[src/hdl/gpio_regs.vh]
// register indices, field positions, masks and reset values of the gpio port block
`ifndef GPIO_REGS_VH
`define GPIO_REGS_VH

// ----------------------------------------------------------------------------
// register indices (byte address = index * 4)
// ----------------------------------------------------------------------------
`define GPIO_IDX_DAT1 8'he1
`define GPIO_IDX_DIR1 8'he3
`define GPIO_IDX_DAT3 8'he5
`define GPIO_IDX_DIR3 8'he7
`define GPIO_IDX_DAT4 8'he8
`define GPIO_IDX_DIR4 8'hea
`define GPIO_IDX_PUR_A 8'hf0
`define GPIO_IDX_PUR_B 8'hf1
`define GPIO_IDX_THR_A 8'hf2
`define GPIO_IDX_THR_B 8'hf3

// ----------------------------------------------------------------------------
// implemented bits of each port
// ----------------------------------------------------------------------------
`define GPIO_IMPL1 8'hff
`define GPIO_IMPL3 8'hb8
`define GPIO_IMPL4 8'he0
`define GPIO_OSC_BITS 8'hc0
`define GPIO_ANALOG_BIT 2

// ----------------------------------------------------------------------------
// pull-up select fields
// ----------------------------------------------------------------------------
`define GPIO_PUR_A_LO1 0
`define GPIO_PUR_A_HI1 1
`define GPIO_PUR_B_BIT3 0
`define GPIO_PUR_B_GRP3 1
`define GPIO_PUR_B_GRP4 2
`define GPIO_GRP3_BITS 8'hb0

// ----------------------------------------------------------------------------
// threshold select fields: 00 = 0.35, 01 = 0.50, 10 = 0.70 of supply
// ----------------------------------------------------------------------------
`define GPIO_THR_A_LSB1 0
`define GPIO_THR_A_LSB3 2
`define GPIO_THR_B_LSB4 0

// ----------------------------------------------------------------------------
// reset values
// ----------------------------------------------------------------------------
`define GPIO_DIR_RST 8'h00
`define GPIO_LAT_RST 8'h00
`define GPIO_PUR_A_RST 2'h0
`define GPIO_PUR_B_RST 3'h0
`define GPIO_THR_A_RST 4'h0
`define GPIO_THR_B_RST 2'h0

`endif

[src/hdl/gpio_port.v]
// general purpose i/o port block with classic wishbone register slave
//
// The Wishbone interface to the registers and the register offsets were decided locally.
`timescale 1ns/1ps
`default_nettype none
`include "gpio_regs.vh"

// Functional notes
// - fifteen bidirectional pins: port_one 0-7, port_three 3,4,5,7, port_four 5,6,7
// - port_four bits 6 and 7 are gpio only while the crystal oscillator is unused
// - port_four bit 2 is input only, usable only while the adc is unused
// - one direction bit per pin; 0 is input, 1 is output
// - in input mode a data read returns the pin level
// - in output mode a data read returns the port latch
// - data writes always update the latch, whatever the direction
// - in output mode the pin is driven with the latch value
// - selectable pull-ups in input mode, grouped per port as documented
// - input threshold of 35, 50 or 70 percent per port group
// - a peripheral output drives its pin whatever the direction bit says
// - some direction bits are unimplemented, others reserved
// - unimplemented and reserved direction bits read 0; software writes 0
module gpio_port #(
    parameter ADR_W = 12
) (
    input wire sys_clk,
    input wire reset,
    input wire wb_cyc_i,
    input wire wb_stb_i,
    input wire wb_we_i,
    input wire [ADR_W-1:0] wb_adr_i,
    input wire [3:0] wb_sel_i,
    input wire [31:0] wb_dat_i,
    output reg [31:0] wb_dat_o,
    output reg wb_ack_o,
    input wire osc_in_use,
    input wire adc_in_use,
    input wire [7:0] periph_one_oe,
    input wire [7:0] periph_one_out,
    input wire [7:0] periph_three_oe,
    input wire [7:0] periph_three_out,
    input wire [7:0] periph_four_oe,
    input wire [7:0] periph_four_out,
    input wire [7:0] port_one_in,
    output reg [7:0] port_one_out,
    output reg [7:0] port_one_oe,
    output reg [7:0] port_one_pullup,
    input wire [7:0] port_three_in,
    output reg [7:0] port_three_out,
    output reg [7:0] port_three_oe,
    output reg [7:0] port_three_pullup,
    input wire [7:0] port_four_in,
    output reg [7:0] port_four_out,
    output reg [7:0] port_four_oe,
    output reg [7:0] port_four_pullup,
    input wire analog_shared_input_pin,
    output reg [1:0] port_one_threshold,
    output reg [1:0] port_three_threshold,
    output reg [1:0] port_four_threshold,
    output reg [7:0] port_one_level,
    output reg [7:0] port_three_level,
    output reg [7:0] port_four_level
);

    // ------------------------------------------------------------------------
    // functions
    // ------------------------------------------------------------------------

    // per bit: latch in output mode, pin level in input mode
    function [7:0] port_read;
        input [7:0] dir;
        input [7:0] lat;
        input [7:0] lvl;
        input [7:0] impl;
        begin
            port_read = ((dir & lat) | (~dir & lvl)) & impl;
        end
    endfunction

    // peripheral output wins over the port latch and direction
    function [7:0] pin_value;
        input [7:0] p_oe;
        input [7:0] p_out;
        input [7:0] lat;
        begin
            pin_value = (p_oe & p_out) | (~p_oe & lat);
        end
    endfunction

    function [7:0] pin_enable;
        input [7:0] p_oe;
        input [7:0] dir;
        input [7:0] impl;
        begin
            pin_enable = (p_oe | dir) & impl;
        end
    endfunction

    // ------------------------------------------------------------------------
    // state
    // ------------------------------------------------------------------------
    reg [7:0] dir_one;
    reg [7:0] dir_three;
    reg [7:0] dir_four;
    reg [7:0] latch_one;
    reg [7:0] latch_three;
    reg [7:0] latch_four;
    reg [1:0] pullup_select_reg_a;
    reg [2:0] pullup_select_reg_b;
    reg [3:0] threshold_select_reg_a;
    reg [1:0] threshold_select_reg_b;

    wire [7:0] sync_one;
    wire [7:0] sync_three;
    wire [7:0] sync_four;
    wire sync_analog;

    reg [31:0] next_rdata;
    reg [7:0] impl_four;
    reg [7:0] level_four;
    reg [7:0] next_pullup_one;
    reg [7:0] next_pullup_three;
    reg [7:0] next_pullup_four;

    // ------------------------------------------------------------------------
    // pin synchronisers
    // ------------------------------------------------------------------------
    gpio_sync2 #(
        .W(25)
    ) u_sync_pins (
        .sys_clk(sys_clk),
        .reset(reset),
        .async_in({analog_shared_input_pin, port_four_in, port_three_in, port_one_in}),
        .sync_out({sync_analog, sync_four, sync_three, sync_one})
    );

    // ------------------------------------------------------------------------
    // bus decode
    // ------------------------------------------------------------------------
    wire [7:0] idx = wb_adr_i[9:2];
    wire hi_zero = ((wb_adr_i >> 10) == {ADR_W{1'b0}});
    wire req = wb_cyc_i & wb_stb_i & ~wb_ack_o;
    // only byte lane 0 carries register data; other lanes are ignored
    wire wr = req & wb_we_i & wb_sel_i[0] & hi_zero;
    wire [7:0] wdat = wb_dat_i[7:0];

    // ------------------------------------------------------------------------
    // port four availability and levels
    // ------------------------------------------------------------------------
    always @* begin
        impl_four = `GPIO_IMPL4;
        if (osc_in_use) begin
            impl_four = `GPIO_IMPL4 & ~`GPIO_OSC_BITS;
        end
        level_four = sync_four & impl_four;
        // the analog pin has no driver; it only shows while the adc is idle
        level_four[`GPIO_ANALOG_BIT] = sync_analog & ~adc_in_use;
    end

    // ------------------------------------------------------------------------
    // read data
    // ------------------------------------------------------------------------
    always @* begin
        next_rdata = 32'h0000_0000;
        if (hi_zero) begin
            case (idx)
                `GPIO_IDX_DAT1: begin
                    next_rdata[7:0] = port_read(dir_one, latch_one, sync_one, `GPIO_IMPL1);
                end
                `GPIO_IDX_DIR1: begin
                    next_rdata[7:0] = dir_one;
                end
                `GPIO_IDX_DAT3: begin
                    next_rdata[7:0] = port_read(dir_three, latch_three, sync_three, `GPIO_IMPL3);
                end
                `GPIO_IDX_DIR3: begin
                    next_rdata[7:0] = dir_three;
                end
                `GPIO_IDX_DAT4: begin
                    next_rdata[7:0] = port_read(dir_four, latch_four, level_four, impl_four);
                    next_rdata[`GPIO_ANALOG_BIT] = level_four[`GPIO_ANALOG_BIT];
                end
                `GPIO_IDX_DIR4: begin
                    next_rdata[7:0] = dir_four;
                end
                `GPIO_IDX_PUR_A: begin
                    next_rdata[1:0] = pullup_select_reg_a;
                end
                `GPIO_IDX_PUR_B: begin
                    next_rdata[2:0] = pullup_select_reg_b;
                end
                `GPIO_IDX_THR_A: begin
                    next_rdata[3:0] = threshold_select_reg_a;
                end
                `GPIO_IDX_THR_B: begin
                    next_rdata[1:0] = threshold_select_reg_b;
                end
                default: begin
                    next_rdata = 32'h0000_0000;
                end
            endcase
        end
    end

    // ------------------------------------------------------------------------
    // wishbone answer: ack one cycle after the request, unmapped reads give 0
    // ------------------------------------------------------------------------
    always @(posedge sys_clk or posedge reset) begin
        if (reset) begin
            wb_ack_o <= 1'b0;
            wb_dat_o <= 32'h0000_0000;
        end else begin
            wb_ack_o <= req;
            if (req) begin
                wb_dat_o <= next_rdata;
            end
        end
    end

    // ------------------------------------------------------------------------
    // register writes
    // ------------------------------------------------------------------------
    always @(posedge sys_clk or posedge reset) begin
        if (reset) begin
            dir_one <= `GPIO_DIR_RST;
            dir_three <= `GPIO_DIR_RST;
            dir_four <= `GPIO_DIR_RST;
            latch_one <= `GPIO_LAT_RST;
            latch_three <= `GPIO_LAT_RST;
            latch_four <= `GPIO_LAT_RST;
            pullup_select_reg_a <= `GPIO_PUR_A_RST;
            pullup_select_reg_b <= `GPIO_PUR_B_RST;
            threshold_select_reg_a <= `GPIO_THR_A_RST;
            threshold_select_reg_b <= `GPIO_THR_B_RST;
        end else if (wr) begin
            case (idx)
                `GPIO_IDX_DAT1: begin
                    latch_one <= wdat & `GPIO_IMPL1;
                end
                `GPIO_IDX_DIR1: begin
                    dir_one <= wdat & `GPIO_IMPL1;
                end
                `GPIO_IDX_DAT3: begin
                    latch_three <= wdat & `GPIO_IMPL3;
                end
                `GPIO_IDX_DIR3: begin
                    // unimplemented and reserved bits never store a one
                    dir_three <= wdat & `GPIO_IMPL3;
                end
                `GPIO_IDX_DAT4: begin
                    latch_four <= wdat & `GPIO_IMPL4;
                end
                `GPIO_IDX_DIR4: begin
                    dir_four <= wdat & `GPIO_IMPL4;
                end
                `GPIO_IDX_PUR_A: begin
                    pullup_select_reg_a <= wdat[1:0];
                end
                `GPIO_IDX_PUR_B: begin
                    pullup_select_reg_b <= wdat[2:0];
                end
                `GPIO_IDX_THR_A: begin
                    threshold_select_reg_a <= wdat[3:0];
                end
                `GPIO_IDX_THR_B: begin
                    threshold_select_reg_b <= wdat[1:0];
                end
                default: begin
                    dir_one <= dir_one;
                end
            endcase
        end
    end

    // ------------------------------------------------------------------------
    // pull-up selection: only pins that are inputs and not peripheral outputs
    // ------------------------------------------------------------------------
    always @* begin
        next_pullup_one = 8'h00;
        next_pullup_three = 8'h00;
        next_pullup_four = 8'h00;
        if (pullup_select_reg_a[`GPIO_PUR_A_LO1]) begin
            next_pullup_one[3:0] = 4'hf;
        end
        if (pullup_select_reg_a[`GPIO_PUR_A_HI1]) begin
            next_pullup_one[7:4] = 4'hf;
        end
        if (pullup_select_reg_b[`GPIO_PUR_B_BIT3]) begin
            next_pullup_three[3] = 1'b1;
        end
        if (pullup_select_reg_b[`GPIO_PUR_B_GRP3]) begin
            next_pullup_three = next_pullup_three | `GPIO_GRP3_BITS;
        end
        if (pullup_select_reg_b[`GPIO_PUR_B_GRP4]) begin
            next_pullup_four = `GPIO_IMPL4;
        end
        // a driven pin never carries a pull-up
        next_pullup_one = next_pullup_one & ~pin_enable(periph_one_oe, dir_one,
                                                        `GPIO_IMPL1);
        next_pullup_three = next_pullup_three & ~pin_enable(periph_three_oe, dir_three,
                                                            `GPIO_IMPL3);
        next_pullup_four = next_pullup_four & impl_four &
                           ~pin_enable(periph_four_oe, dir_four, impl_four);
    end

    // ------------------------------------------------------------------------
    // pin drive, pull-ups, thresholds and levels, all from flip-flops
    // ------------------------------------------------------------------------
    // the extra register stage costs one cycle from write to pin but keeps
    // every output glitch free
    always @(posedge sys_clk or posedge reset) begin
        if (reset) begin
            port_one_out <= 8'h00;
            port_one_oe <= 8'h00;
            port_one_pullup <= 8'h00;
            port_three_out <= 8'h00;
            port_three_oe <= 8'h00;
            port_three_pullup <= 8'h00;
            port_four_out <= 8'h00;
            port_four_oe <= 8'h00;
            port_four_pullup <= 8'h00;
            port_one_threshold <= 2'h0;
            port_three_threshold <= 2'h0;
            port_four_threshold <= 2'h0;
            port_one_level <= 8'h00;
            port_three_level <= 8'h00;
            port_four_level <= 8'h00;
        end else begin
            port_one_out <= pin_value(periph_one_oe, periph_one_out, latch_one)
                            & `GPIO_IMPL1;
            port_one_oe <= pin_enable(periph_one_oe, dir_one, `GPIO_IMPL1);
            port_one_pullup <= next_pullup_one;
            port_three_out <= pin_value(periph_three_oe, periph_three_out, latch_three)
                              & `GPIO_IMPL3;
            port_three_oe <= pin_enable(periph_three_oe, dir_three,
                                        `GPIO_IMPL3);
            port_three_pullup <= next_pullup_three;
            port_four_out <= pin_value(periph_four_oe, periph_four_out, latch_four)
                             & impl_four;
            // the analog pin bit is outside impl_four, so it is never driven
            port_four_oe <= pin_enable(periph_four_oe, dir_four, impl_four);
            port_four_pullup <= next_pullup_four;
            port_one_threshold <= threshold_select_reg_a[`GPIO_THR_A_LSB1 +: 2];
            port_three_threshold <= threshold_select_reg_a[`GPIO_THR_A_LSB3 +: 2];
            port_four_threshold <= threshold_select_reg_b[`GPIO_THR_B_LSB4 +: 2];
            // peripherals that take a pin as input see the synchronised level
            port_one_level <= sync_one;
            port_three_level <= sync_three & `GPIO_IMPL3;
            port_four_level <= level_four;
        end
    end

endmodule // gpio_port

`default_nettype wire

[src/hdl/gpio_sync2.v]
// two-stage synchroniser for a vector of pin levels
`timescale 1ns/1ps
`default_nettype none

module gpio_sync2 #(
    parameter W = 8
) (
    input wire sys_clk,
    input wire reset,
    input wire [W-1:0] async_in,
    output reg [W-1:0] sync_out
);

    // first stage is read only by the second stage
    reg [W-1:0] meta;

    always @(posedge sys_clk or posedge reset) begin
        if (reset) begin
            meta <= {W{1'b0}};
            sync_out <= {W{1'b0}};
        end else begin
            meta <= async_in;
            sync_out <= meta;
        end
    end

endmodule // gpio_sync2

`default_nettype wire

[config.mk]
export PLATFORM = sky130hd
export DESIGN_NAME = gpio_port
export DESIGN_NICKNAME = d
export VERILOG_FILES = /design/src/hdl/gpio_port.v /design/src/hdl/gpio_sync2.v
export VERILOG_INCLUDE_DIRS = /design/src /design/src/hdl
export SDC_FILE = /design/constraint.sdc
export NUM_CORES = 1
export LEC_CHECK = 0
export ABC_CLOCK_PERIOD_IN_PS = 4690
export BUFFER_PORTS_ARGS = -buffer_cell sky130_fd_sc_hd__buf_2
export CAP_MARGIN = 20
export CORE_MARGIN = 3
export CORE_UTILIZATION = 40
export CTS_CLUSTER_SIZE = 25
export DETAILED_ROUTE_END_ITERATION = 12
export PLACE_DENSITY = 0.69
export SYNTH_ARGS = -nofsm -noshare
export SYNTH_HDL_FRONTEND = slang
export SYNTH_HIERARCHICAL = 1
export SYNTH_SLANG_ARGS = --single-unit
[constraint.sdc]
create_clock -name sys_clk -period 4.69 [get_ports sys_clk]
set_input_delay 0.2345 -clock sys_clk [delete_from_list [all_inputs] [get_ports sys_clk]]
set_output_delay 0.2345 -clock sys_clk [all_outputs]
set_load 0.1 [all_outputs]
==> results of run 1 <==
-- final cells by class --
class | count | area (um^2) | share of cell area [%]
tap | 180 | 225 | 3.07
inverter | 11 | 43.8 | 0.597
clock buffer | 22 | 454 | 6.19
clock inverter | 10 | 154 | 2.10
timing repair buffer | 167 | 931 | 12.7
multi-input combinational | 261 | 1800 | 24.5
sequential | 149 | 3730 | 50.8
-- layout by cell type, fill, tap and decap left out, drive strengths merged, types with 3 or more instances in the layout --
cell type and count:
nor3 15, nand2b 4, clkbuf 22, o21ai 17
inv 11, o2bb2ai 3, mux2i 9, dfrtp 149
conb 59, nand3b 3, mux2 54, dlygate4sd3 18
nor2 27, or3b 7, nor2b 6, nor4 4
or2 13, bufinv 4, a21oi 8, nand3 4
buf 149, clkinv 6, nand2 8
-- critical path: stages (launching register included) --
cell      delay (ns)
dfrtp_1         0.38
nand3b_4        0.24
inv_1           0.19
nand3_4         0.24
nor3_4          0.58
mux2_2          0.40
-- flip-flops by register name, summed over array words and instances, names as in the netlist, 8 cells and up --
signal and count:
u_sync_pins/sync_out 16, dir_one 8, wb_dat_o 8, port_one_out 8
u_sync_pins/meta 16, port_one_oe 8, port_one_pullup 8, port_one_level 8
latch_one 8
-- power by group --
group / switching (W) / leakage (nW) / total [W] / internal [W]
Clock: 0.000495 / 0.302 / 0.00139 / 0.000900
Sequential: 0.0000113 / 1.93 / 0.00133 / 0.00132
Combinational: 0.000446 / 1.56 / 0.000516 / 0.0000691
-- stage by stage --
stage	std cells	total power, W	area (um^2)	hold WS (ns)
3_3_place_gp	750	0.00186	6550	0.333
2_1_floorplan	488	0.00181	6070	0.266
4_1_cts	800	0.00327	7330	0.00207
3_5_place_dp	750	0.00186	6550	0.336
5_1_grt	800	0.00336	7330	0.00724
6_report	800	0.00324	7330	0.0185
-- timing repair --
| item | CTS | global route |
|---|---|---|
| hold endpoints to repair | 49 | 0 |
| resized for setup | 0 | 0 |
| hold buffers | 18 | 0 |
-- layer usage --
metal / global-route usage (%) / share of wire [%] / vias to the layer above
met5: 0 / 0 / -
met4: 6.75 / 1.8 / 0
met3: 5.18 / 8.0 / 19
met2: 28.3 / 50 / 161
met1: 21.1 / 41 / 1847
li1: - / - / 1717
-- how the worst max path moves through the flow --
| stage | to | cells past startpoint |
|---|---|---|
| detailed placement | threshold_select_reg_a[1] | 5 |
| finish | latch_one[3] | 5 |
| floorplan | dir_four[5] | 1 |
| global route | latch_one[0] | 5 |
| CTS | latch_one[3] | 5 |
| global placement | threshold_select_reg_a[2] | 5 |
==> results.yml, run 1 <==
status:
  outcome: "complete, no violations"
layout:
  fillerInstances: 1229
  num-nets-final: 735
  syn_to_final_growth_pct: 25.4
  drive_gt1_share_pct: 42.1
  n_antenna_cell: 0
  final_util_pct: 52.0
timing:
  fin_ws_ns: 2.53
  max_slew_margin_pct: 38.1
  finalSetupViolCount: 0
  finalHoldViolations: 0
  layout_worst_path_cycle_share_pct: 46.1
  max_freq_mhz: 463
  worst_pin_slew_ns: 0.928
  finalSetupTns_ns: 0
  drv_slew: 0
  layout_min_cycle_time_ns: 2.16
  finClkSkew_ns: 0.00377
  rsz0062_at_grt: "false"
critical_path:
  crit_type: "reg2reg"
  crit_path_end_kind: "register"
  worstPathMaxFanout: 12
  crit_path_start_kind: "register"
  reg2reg_depth: 5
  cp-startpoint: "wb_ack_o"
  required_ns: 4.98
  rr_endpoint: "latch_one[3]"
  reg2reg_slack_ns: 2.53
  reg2reg_from: "wb_ack_o"
  critPathArrivalTime_ns: 2.45
job:
  maxCapViolCount: 0
route:
  ant_nets: 0
  wl_per_cell_um: 16.8
  viasPerCell: 4.68
  dr.first_iter.drc_count: 185
  remaining_drc_errors: 0
  vias: 3744
  wl_mm: 13.4
  drt_first_pass_iters: 4
floorplanning:
  initial_core_util_pct: 41.5
  num_rows: 43
  die_area_um2: 16100
  ios: 263
  core_um2: 14100
  dieWidth_um: 127
  die_h_um: 127
hold_path:
  hold_path_end: "port_four_pullup[6]"
  hold_path_depth: 2
  hold_path.class: "in2reg"
  hold_start: "periph_four_oe[6]"
clocking:
  h-tree-depth: 4
  clk_pin_slew_ns: 0.06
  cts_buffers: 17
  clkSinkCount: 149
  cts_max_path_buffers: 2
  cts_tree: "done"
  cts_root_buf: "clkbuf_16"
  post_cts_buffers: 0
  insertion_delay_ns: 0.41
global_route:
  grt_pass1_vias: 4025
  grt_usage_pct: 17.1
  grt_max_degree: 75
  antenna_found_initial: 0
  grt_pass1_wl_mm: 21.1
  overflow: 0
power:
  power.leakage_nw: 3.79
  powerDensity_nw_per_um2: 442
  ir_worst_vdd_mv: 0.204
synth:
  synth_area_um2: 5850
  syn_area_per_cell_um2: 13.6
  synthCells: 430
  yosysWarnings: 6
placement:
  hpwl_mm: 9.62
  place_ws_ns: 2.37
  portBuffers: 147
  place_congestion: 0.863
Note: power is estimated with default switching activity, not from simulation.
==> inputs of run 2 (changes only) <==
--- a/config.mk
+++ b/config.mk
@@ -6,14 +6,14 @@
 export SDC_FILE = /design/constraint.sdc
 export NUM_CORES = 1
 export LEC_CHECK = 0
-export ABC_CLOCK_PERIOD_IN_PS = 4690
+export ABC_CLOCK_PERIOD_IN_PS = 1800
 export BUFFER_PORTS_ARGS = -buffer_cell sky130_fd_sc_hd__buf_2
 export CAP_MARGIN = 20
 export CORE_MARGIN = 3
 export CORE_UTILIZATION = 40
 export CTS_CLUSTER_SIZE = 25
 export DETAILED_ROUTE_END_ITERATION = 12
-export PLACE_DENSITY = 0.69
+export PLACE_DENSITY = 0.71
 export SYNTH_ARGS = -nofsm -noshare
 export SYNTH_HDL_FRONTEND = slang
 export SYNTH_HIERARCHICAL = 1
==> constraint.sdc (replaced) <==
create_clock -name sys_clk -period 1.8 [get_ports sys_clk]
set_input_delay 0.09 -clock sys_clk [delete_from_list [all_inputs] [get_ports sys_clk]]
set_output_delay 0.09 -clock sys_clk [all_outputs]
set_load 0.1 [all_outputs]
==> results.yml, run 2 (synthesized netlist as in run 1, its figures left out) <==
timing:
  max_freq_mhz: 577
  layout_worst_path_cycle_share_pct: 96.3
  drv_slew: 0
  finClkSkew_ns: 0.00906
  fin_ws_ns: 0.0668
  worst_pin_slew_ns: 0.515
  whs_ns: 0.0210
  finalHoldViolations: 0
  finalSetupViolCount: 0
  max_slew_margin_pct: 65.9
  rsz0062_at_grt: "true"
  layout_min_cycle_time_ns: 1.73
clocking:
  cts_tree: "done"
  clkSinkCount: 149
  cts_root_buf: "clkbuf_16"
  clk_pin_slew_ns: 0.06
  cts_buffers: 17
  insertion_delay_ns: 0.41
  cts_max_path_buffers: 2
  h-tree-depth: 4
critical_path:
  reg2reg_from: "wb_ack_o"
  crit_path_start_kind: "register"
  required_ns: 2.09
  crit_type: "reg2reg"
  cp-startpoint: "wb_ack_o"
  crit_path_end_kind: "register"
  worstPathMaxFanout: 7
  critPathArrivalTime_ns: 2.02
floorplanning:
  ios: 263
  initial_core_util_pct: 41.5
  num_rows: 43
  dieWidth_um: 127
  core_um2: 14100
  die_area_um2: 16100
  die_h_um: 127
layout:
  layout_common_cells: "148 x dfrtp_1, 147 x buf_2, 61 x dlygate4sd3_1, 59 x conb_1, 41 x mux2_2"
  drive_gt1_share_pct: 42.5
  n_antenna_cell: 0
  mostFrequentLayoutCell: "dfrtp_1"
  syn_to_final_growth_pct: 38.1
  num-nets-final: 806
  largest_registers: "u_sync_pins/meta (16), u_sync_pins/sync_out (16)"
  post-route-cell-area_um2: 8080
route:
  remaining_drc_errors: 0
  wl_per_cell_um: 16.5
  vias: 4009
  drt_first_pass_iters: 4
  dr.first_iter.drc_count: 197
  viasPerCell: 4.61
  wl_mm: 14.3
  ant_nets: 0
global_route:
  grt_max_degree: 60
  grt_usage_pct: 18.4
  antenna_found_initial: 1
  overflow: 0
  grt_pass1_wl_mm: 22.7
  grt_pass1_vias: 4256
placement:
  place_ws_ns: 0.00341
  portBuffers: 147
  place_congestion: 0.808
  hpwl_mm: 10.4
  dpl-instance-area_um2: 6800
job:
  maxCapViolCount: 0
power:
  powerDensity_nw_per_um2: 1050
  power.leakage_nw: 4.13
  ir_worst_vdd_mv: 0.635
hold_path:
  hold_path.class: "in2reg"
  hold_start: "wb_dat_i[7]"
status:
  outcome: "complete, no violations"
[run 2: cell count changes in the layout (fill, tap and decap cells not counted), sizes merged]
| cell | previous run | this run |
|---|---|---|
| buf | 149 | 177 |
| bufinv | 4 | 3 |
| clkbuf | 22 | 21 |
| clkinv | 6 | 4 |
| clkinvlp | 0 | 3 |
| dlygate4sd3 | 18 | 61 |
| inv | 11 | 10 |
[run 2: layout make-up]
type / instances / area (um^2)
clock buffers: 21 / 460
flip-flops and latches: 149 / 3730
inverters: 11 / 47.5
clock inverters: 9 / 129
multi-input cells: 261 / 1880
fillers: 1151 / 6020
repair buffers: 238 / 1610
well taps: 180 / 225
[run 2: power breakdown]
group | switching [W] | internal (W)
clock | 0.00129 | 0.00223
combinational | 0.00118 | 0.000265
sequential | 0.0000302 | 0.00344
[run 2: critical path, stage by stage (launching register included)]
cell and delay, ns:
dfrtp_2 0.40, nand3b_4 0.17, inv_4 0.09, nand3_4 0.15, buf_6 0.17, nor3_4 0.16
buf_12 0.18, mux2_4 0.30
[run 2: worst paths after layout]
check	slack, ns	to	depth (start not counted)
worst min register to register	0.34	u_sync_pins/sync_out[12]	0
worst max register to register	0.07	dir_one[7]	7
worst min-delay path	0.02	dir_three[7]	2
min in group asynchronous	0.19	port_one_out[6]	3
max in group asynchronous	0.88	port_one_threshold[0]	4
worst max-delay path	0.07	dir_one[7]	7
[run 2: through the flow]
step,setup TNS (ns),power (W),instances,util (%)
after detailed placement,0,0.00488,771,48.3
after CTS,0,0.00853,864,56.9
final,0,0.00845,869,57.3
after global routing,-0.00905,0.00874,869,57.3
after floorplan,-3.75,0.00473,488,-
after global placement,0,0.00487,771,48.3
[run 2: repair_timing]
action	in CTS	in global routing
hold endpoints to repair	197	0
buffers inserted	2	5
pin swaps	1	1
hold buffers	61	0
endpoints found under the setup margin	2	15
gates cloned	0	0
gates resized for setup	1	4
[run 2: per-layer routing]
| layer | wire (um) | GRT usage, % |
|---|---|---|
| met4 | 379 | 7.26 |
| met3 | 958 | 5.39 |
| met5 | 13 | 0 |
| met1 | 6240 | 24.2 |
| met2 | 6710 | 28.7 |
==> inputs of run 3 (changes only) <==
--- a/config.mk
+++ b/config.mk
@@ -7,13 +7,12 @@
 export NUM_CORES = 1
 export LEC_CHECK = 0
 export ABC_CLOCK_PERIOD_IN_PS = 1800
-export BUFFER_PORTS_ARGS = -buffer_cell sky130_fd_sc_hd__buf_2
 export CAP_MARGIN = 20
 export CORE_MARGIN = 3
 export CORE_UTILIZATION = 40
 export CTS_CLUSTER_SIZE = 25
 export DETAILED_ROUTE_END_ITERATION = 12
-export PLACE_DENSITY = 0.71
+export DONT_BUFFER_PORTS = 1
 export SYNTH_ARGS = -nofsm -noshare
 export SYNTH_HDL_FRONTEND = slang
 export SYNTH_HIERARCHICAL = 1
==> results.yml, run 3 (synthesized netlist as in run 1, its figures left out) <==
status:
  outcome: "complete, no violations"
critical_path:
  reg2reg_slack_ns: 0.07
  crit_path_start_kind: "register"
  crit_type: "reg2reg"
  required_ns: 2.09
  crit_path_end_kind: "register"
  critPathArrivalTime_ns: 2.02
  worstPathMaxFanout: 4
global_route:
  antenna_found_initial: 0
  overflow: 0
  grt_usage_pct: 17.3
  use_met1_pct: 21.4
  grt_max_degree: 62
  met2_usage_pct: 28.5
  grt_pass1_vias: 3912
  grt_pass1_wl_mm: 21.1
  grt.busiest_layer: "met2"
  use_met3_pct: 5.73
route:
  remaining_drc_errors: 0
  wl_per_cell_um: 17.2
  wl_mm: 13.6
  drt_first_pass_iters: 4
  viasPerCell: 4.70
  dr.first_iter.drc_count: 222
  ant_nets: 0
  vias: 3720
floorplanning:
  initial_core_util_pct: 41.5
  die_area_um2: 16100
  core_um2: 14100
  dieWidth_um: 127
  die_h_um: 127
  num_rows: 43
  ios: 263
layout:
  layout_common_cells: "148 x dfrtp_1, 91 x buf_4, 64 x dlygate4sd3_1, 59 x conb_1, 40 x mux2_2"
  drive_gt1_share_pct: 34.5
  syn_to_final_growth_pct: 34.9
  n_antenna_cell: 0
  largest_registers: "u_sync_pins/meta (16), u_sync_pins/sync_out (16)"
  mostFrequentLayoutCell: "dfrtp_1"
  num-nets-final: 727
  final_cells: 792
timing:
  rsz0062_at_grt: "false"
  layout_worst_path_cycle_share_pct: 96.0
  whs_ns: 0.0286
  drv_slew: 0
  finClkSkew_ns: 0.0142
  layout_min_cycle_time_ns: 1.73
  finalSetupViolCount: 0
  max_freq_mhz: 579
  finalHoldViolations: 0
clocking:
  cts_buffers: 17
  insertion_delay_ns: 0.41
  h-tree-depth: 4
  clkSinkCount: 149
  cts_tree: "done"
  cts_max_path_buffers: 2
  cts_root_buf: "clkbuf_16"
  clk_pin_slew_ns: 0.06
placement:
  dp_cells: 692
  hpwl_mm: 9.53
  portBuffers: 0
  place_congestion: 0.839
power:
  ir_worst_vdd_mv: 0.481
  powerDensity_nw_per_um2: 1080
  power.leakage_nw: 3.85
job:
  maxCapViolCount: 0
hold_path:
  hold_path.class: "in2reg"
run 3: changes by cell type in the layout (fill, tap and decap cells not counted):
| cell | change |
|---|---|
| buf_4 | +66 |
| dlygate4sd3_1 | +3 |
| clkinvlp_4 | -1 |
| nor4_4 | +1 |
| buf_6 | -2 |
| clkbuf_1 | +2 |
| buf_2 | -146 |
| nor4_2 | -1 |
| mux2_4 | +1 |
| bufinv_16 | +1 |
| mux2_2 | -1 |
run 3: power breakdown:
group | leakage, nW | internal, W | switching [W] | total [W]
combinational | 1.63 | 0.000240 | 0.00114 | 0.00138
clock | 0.301 | 0.00239 | 0.00126 | 0.00365
sequential | 1.92 | 0.00344 | 0.0000321 | 0.00348
total | 3.85 | 0.00607 | 0.00243 | 0.00851
run 3: worst max-delay path, cell delays in order (launching register included):
cell,delay (ns)
dfrtp_2,0.39
nand3b_4,0.17
inv_4,0.07
buf_4,0.11
nand2_1,0.17
nor4_4,0.31
mux2_2,0.38
run 3: routing by layer:
| metal | up-vias | part of all wire, % | wire (um) |
|---|---|---|---|
| li1 | 1701 | - | - |
| met1 | 1845 | 40 | 5470 |
| met2 | 157 | 50 | 6800 |
| met3 | 17 | 8.4 | 1140 |
| met4 | 0 | 1.7 | 234 |
| met5 | - | 0 | 0 |
run 3: layout make-up:
class	instances	area (um^2)
Inverter	11	47.5
Tap cell	180	225
Clock buffer	23	468
Fill cell	1167	6210
Timing Repair Buffer	159	1380
Sequential cell	149	3730
Clock inverter	9	151
Multi-Input combinational cell	261	1890
run 3: worst paths after layout:
| path | from | end | cells past startpoint |
|---|---|---|---|
| min reg2reg | u_sync_pins/meta[13] | u_sync_pins/sync_out[13] | 0 |
| max reg2reg | wb_ack_o | pullup_select_reg_b[2] | 6 |
| max in group asynchronous | reset | u_sync_pins/sync_out[15] | 3 |
| max | wb_ack_o | pullup_select_reg_b[2] | 6 |
| min | wb_adr_i[3] | wb_dat_o[2] | 3 |
| min in group asynchronous | reset | port_one_level[6] | 3 |
run 3: what timing repair did:
item                                    CTS  global route
endpoints found under the setup margin    4            15
pin swaps                                 1             2
setup buffers                             0             4
hold buffers                             64             0
resized for setup                         0             5
hold endpoints to repair                257             0
run 3: metrics by stage:
step	cell area [um^2]	util, %	total power (W)	setup slack (ns)	TNS (ns)
floorplan	6140	-	0.00473	-0.202	-3.75
global placement	6580	46.7	0.00477	0.0270	0
detailed placement	6580	46.7	0.00478	0.00993	0
CTS	7840	55.6	0.00859	0.0207	0
global route	7890	56.0	0.00880	0.00733	0
finish	7890	56.0	0.00851	0.0720	0
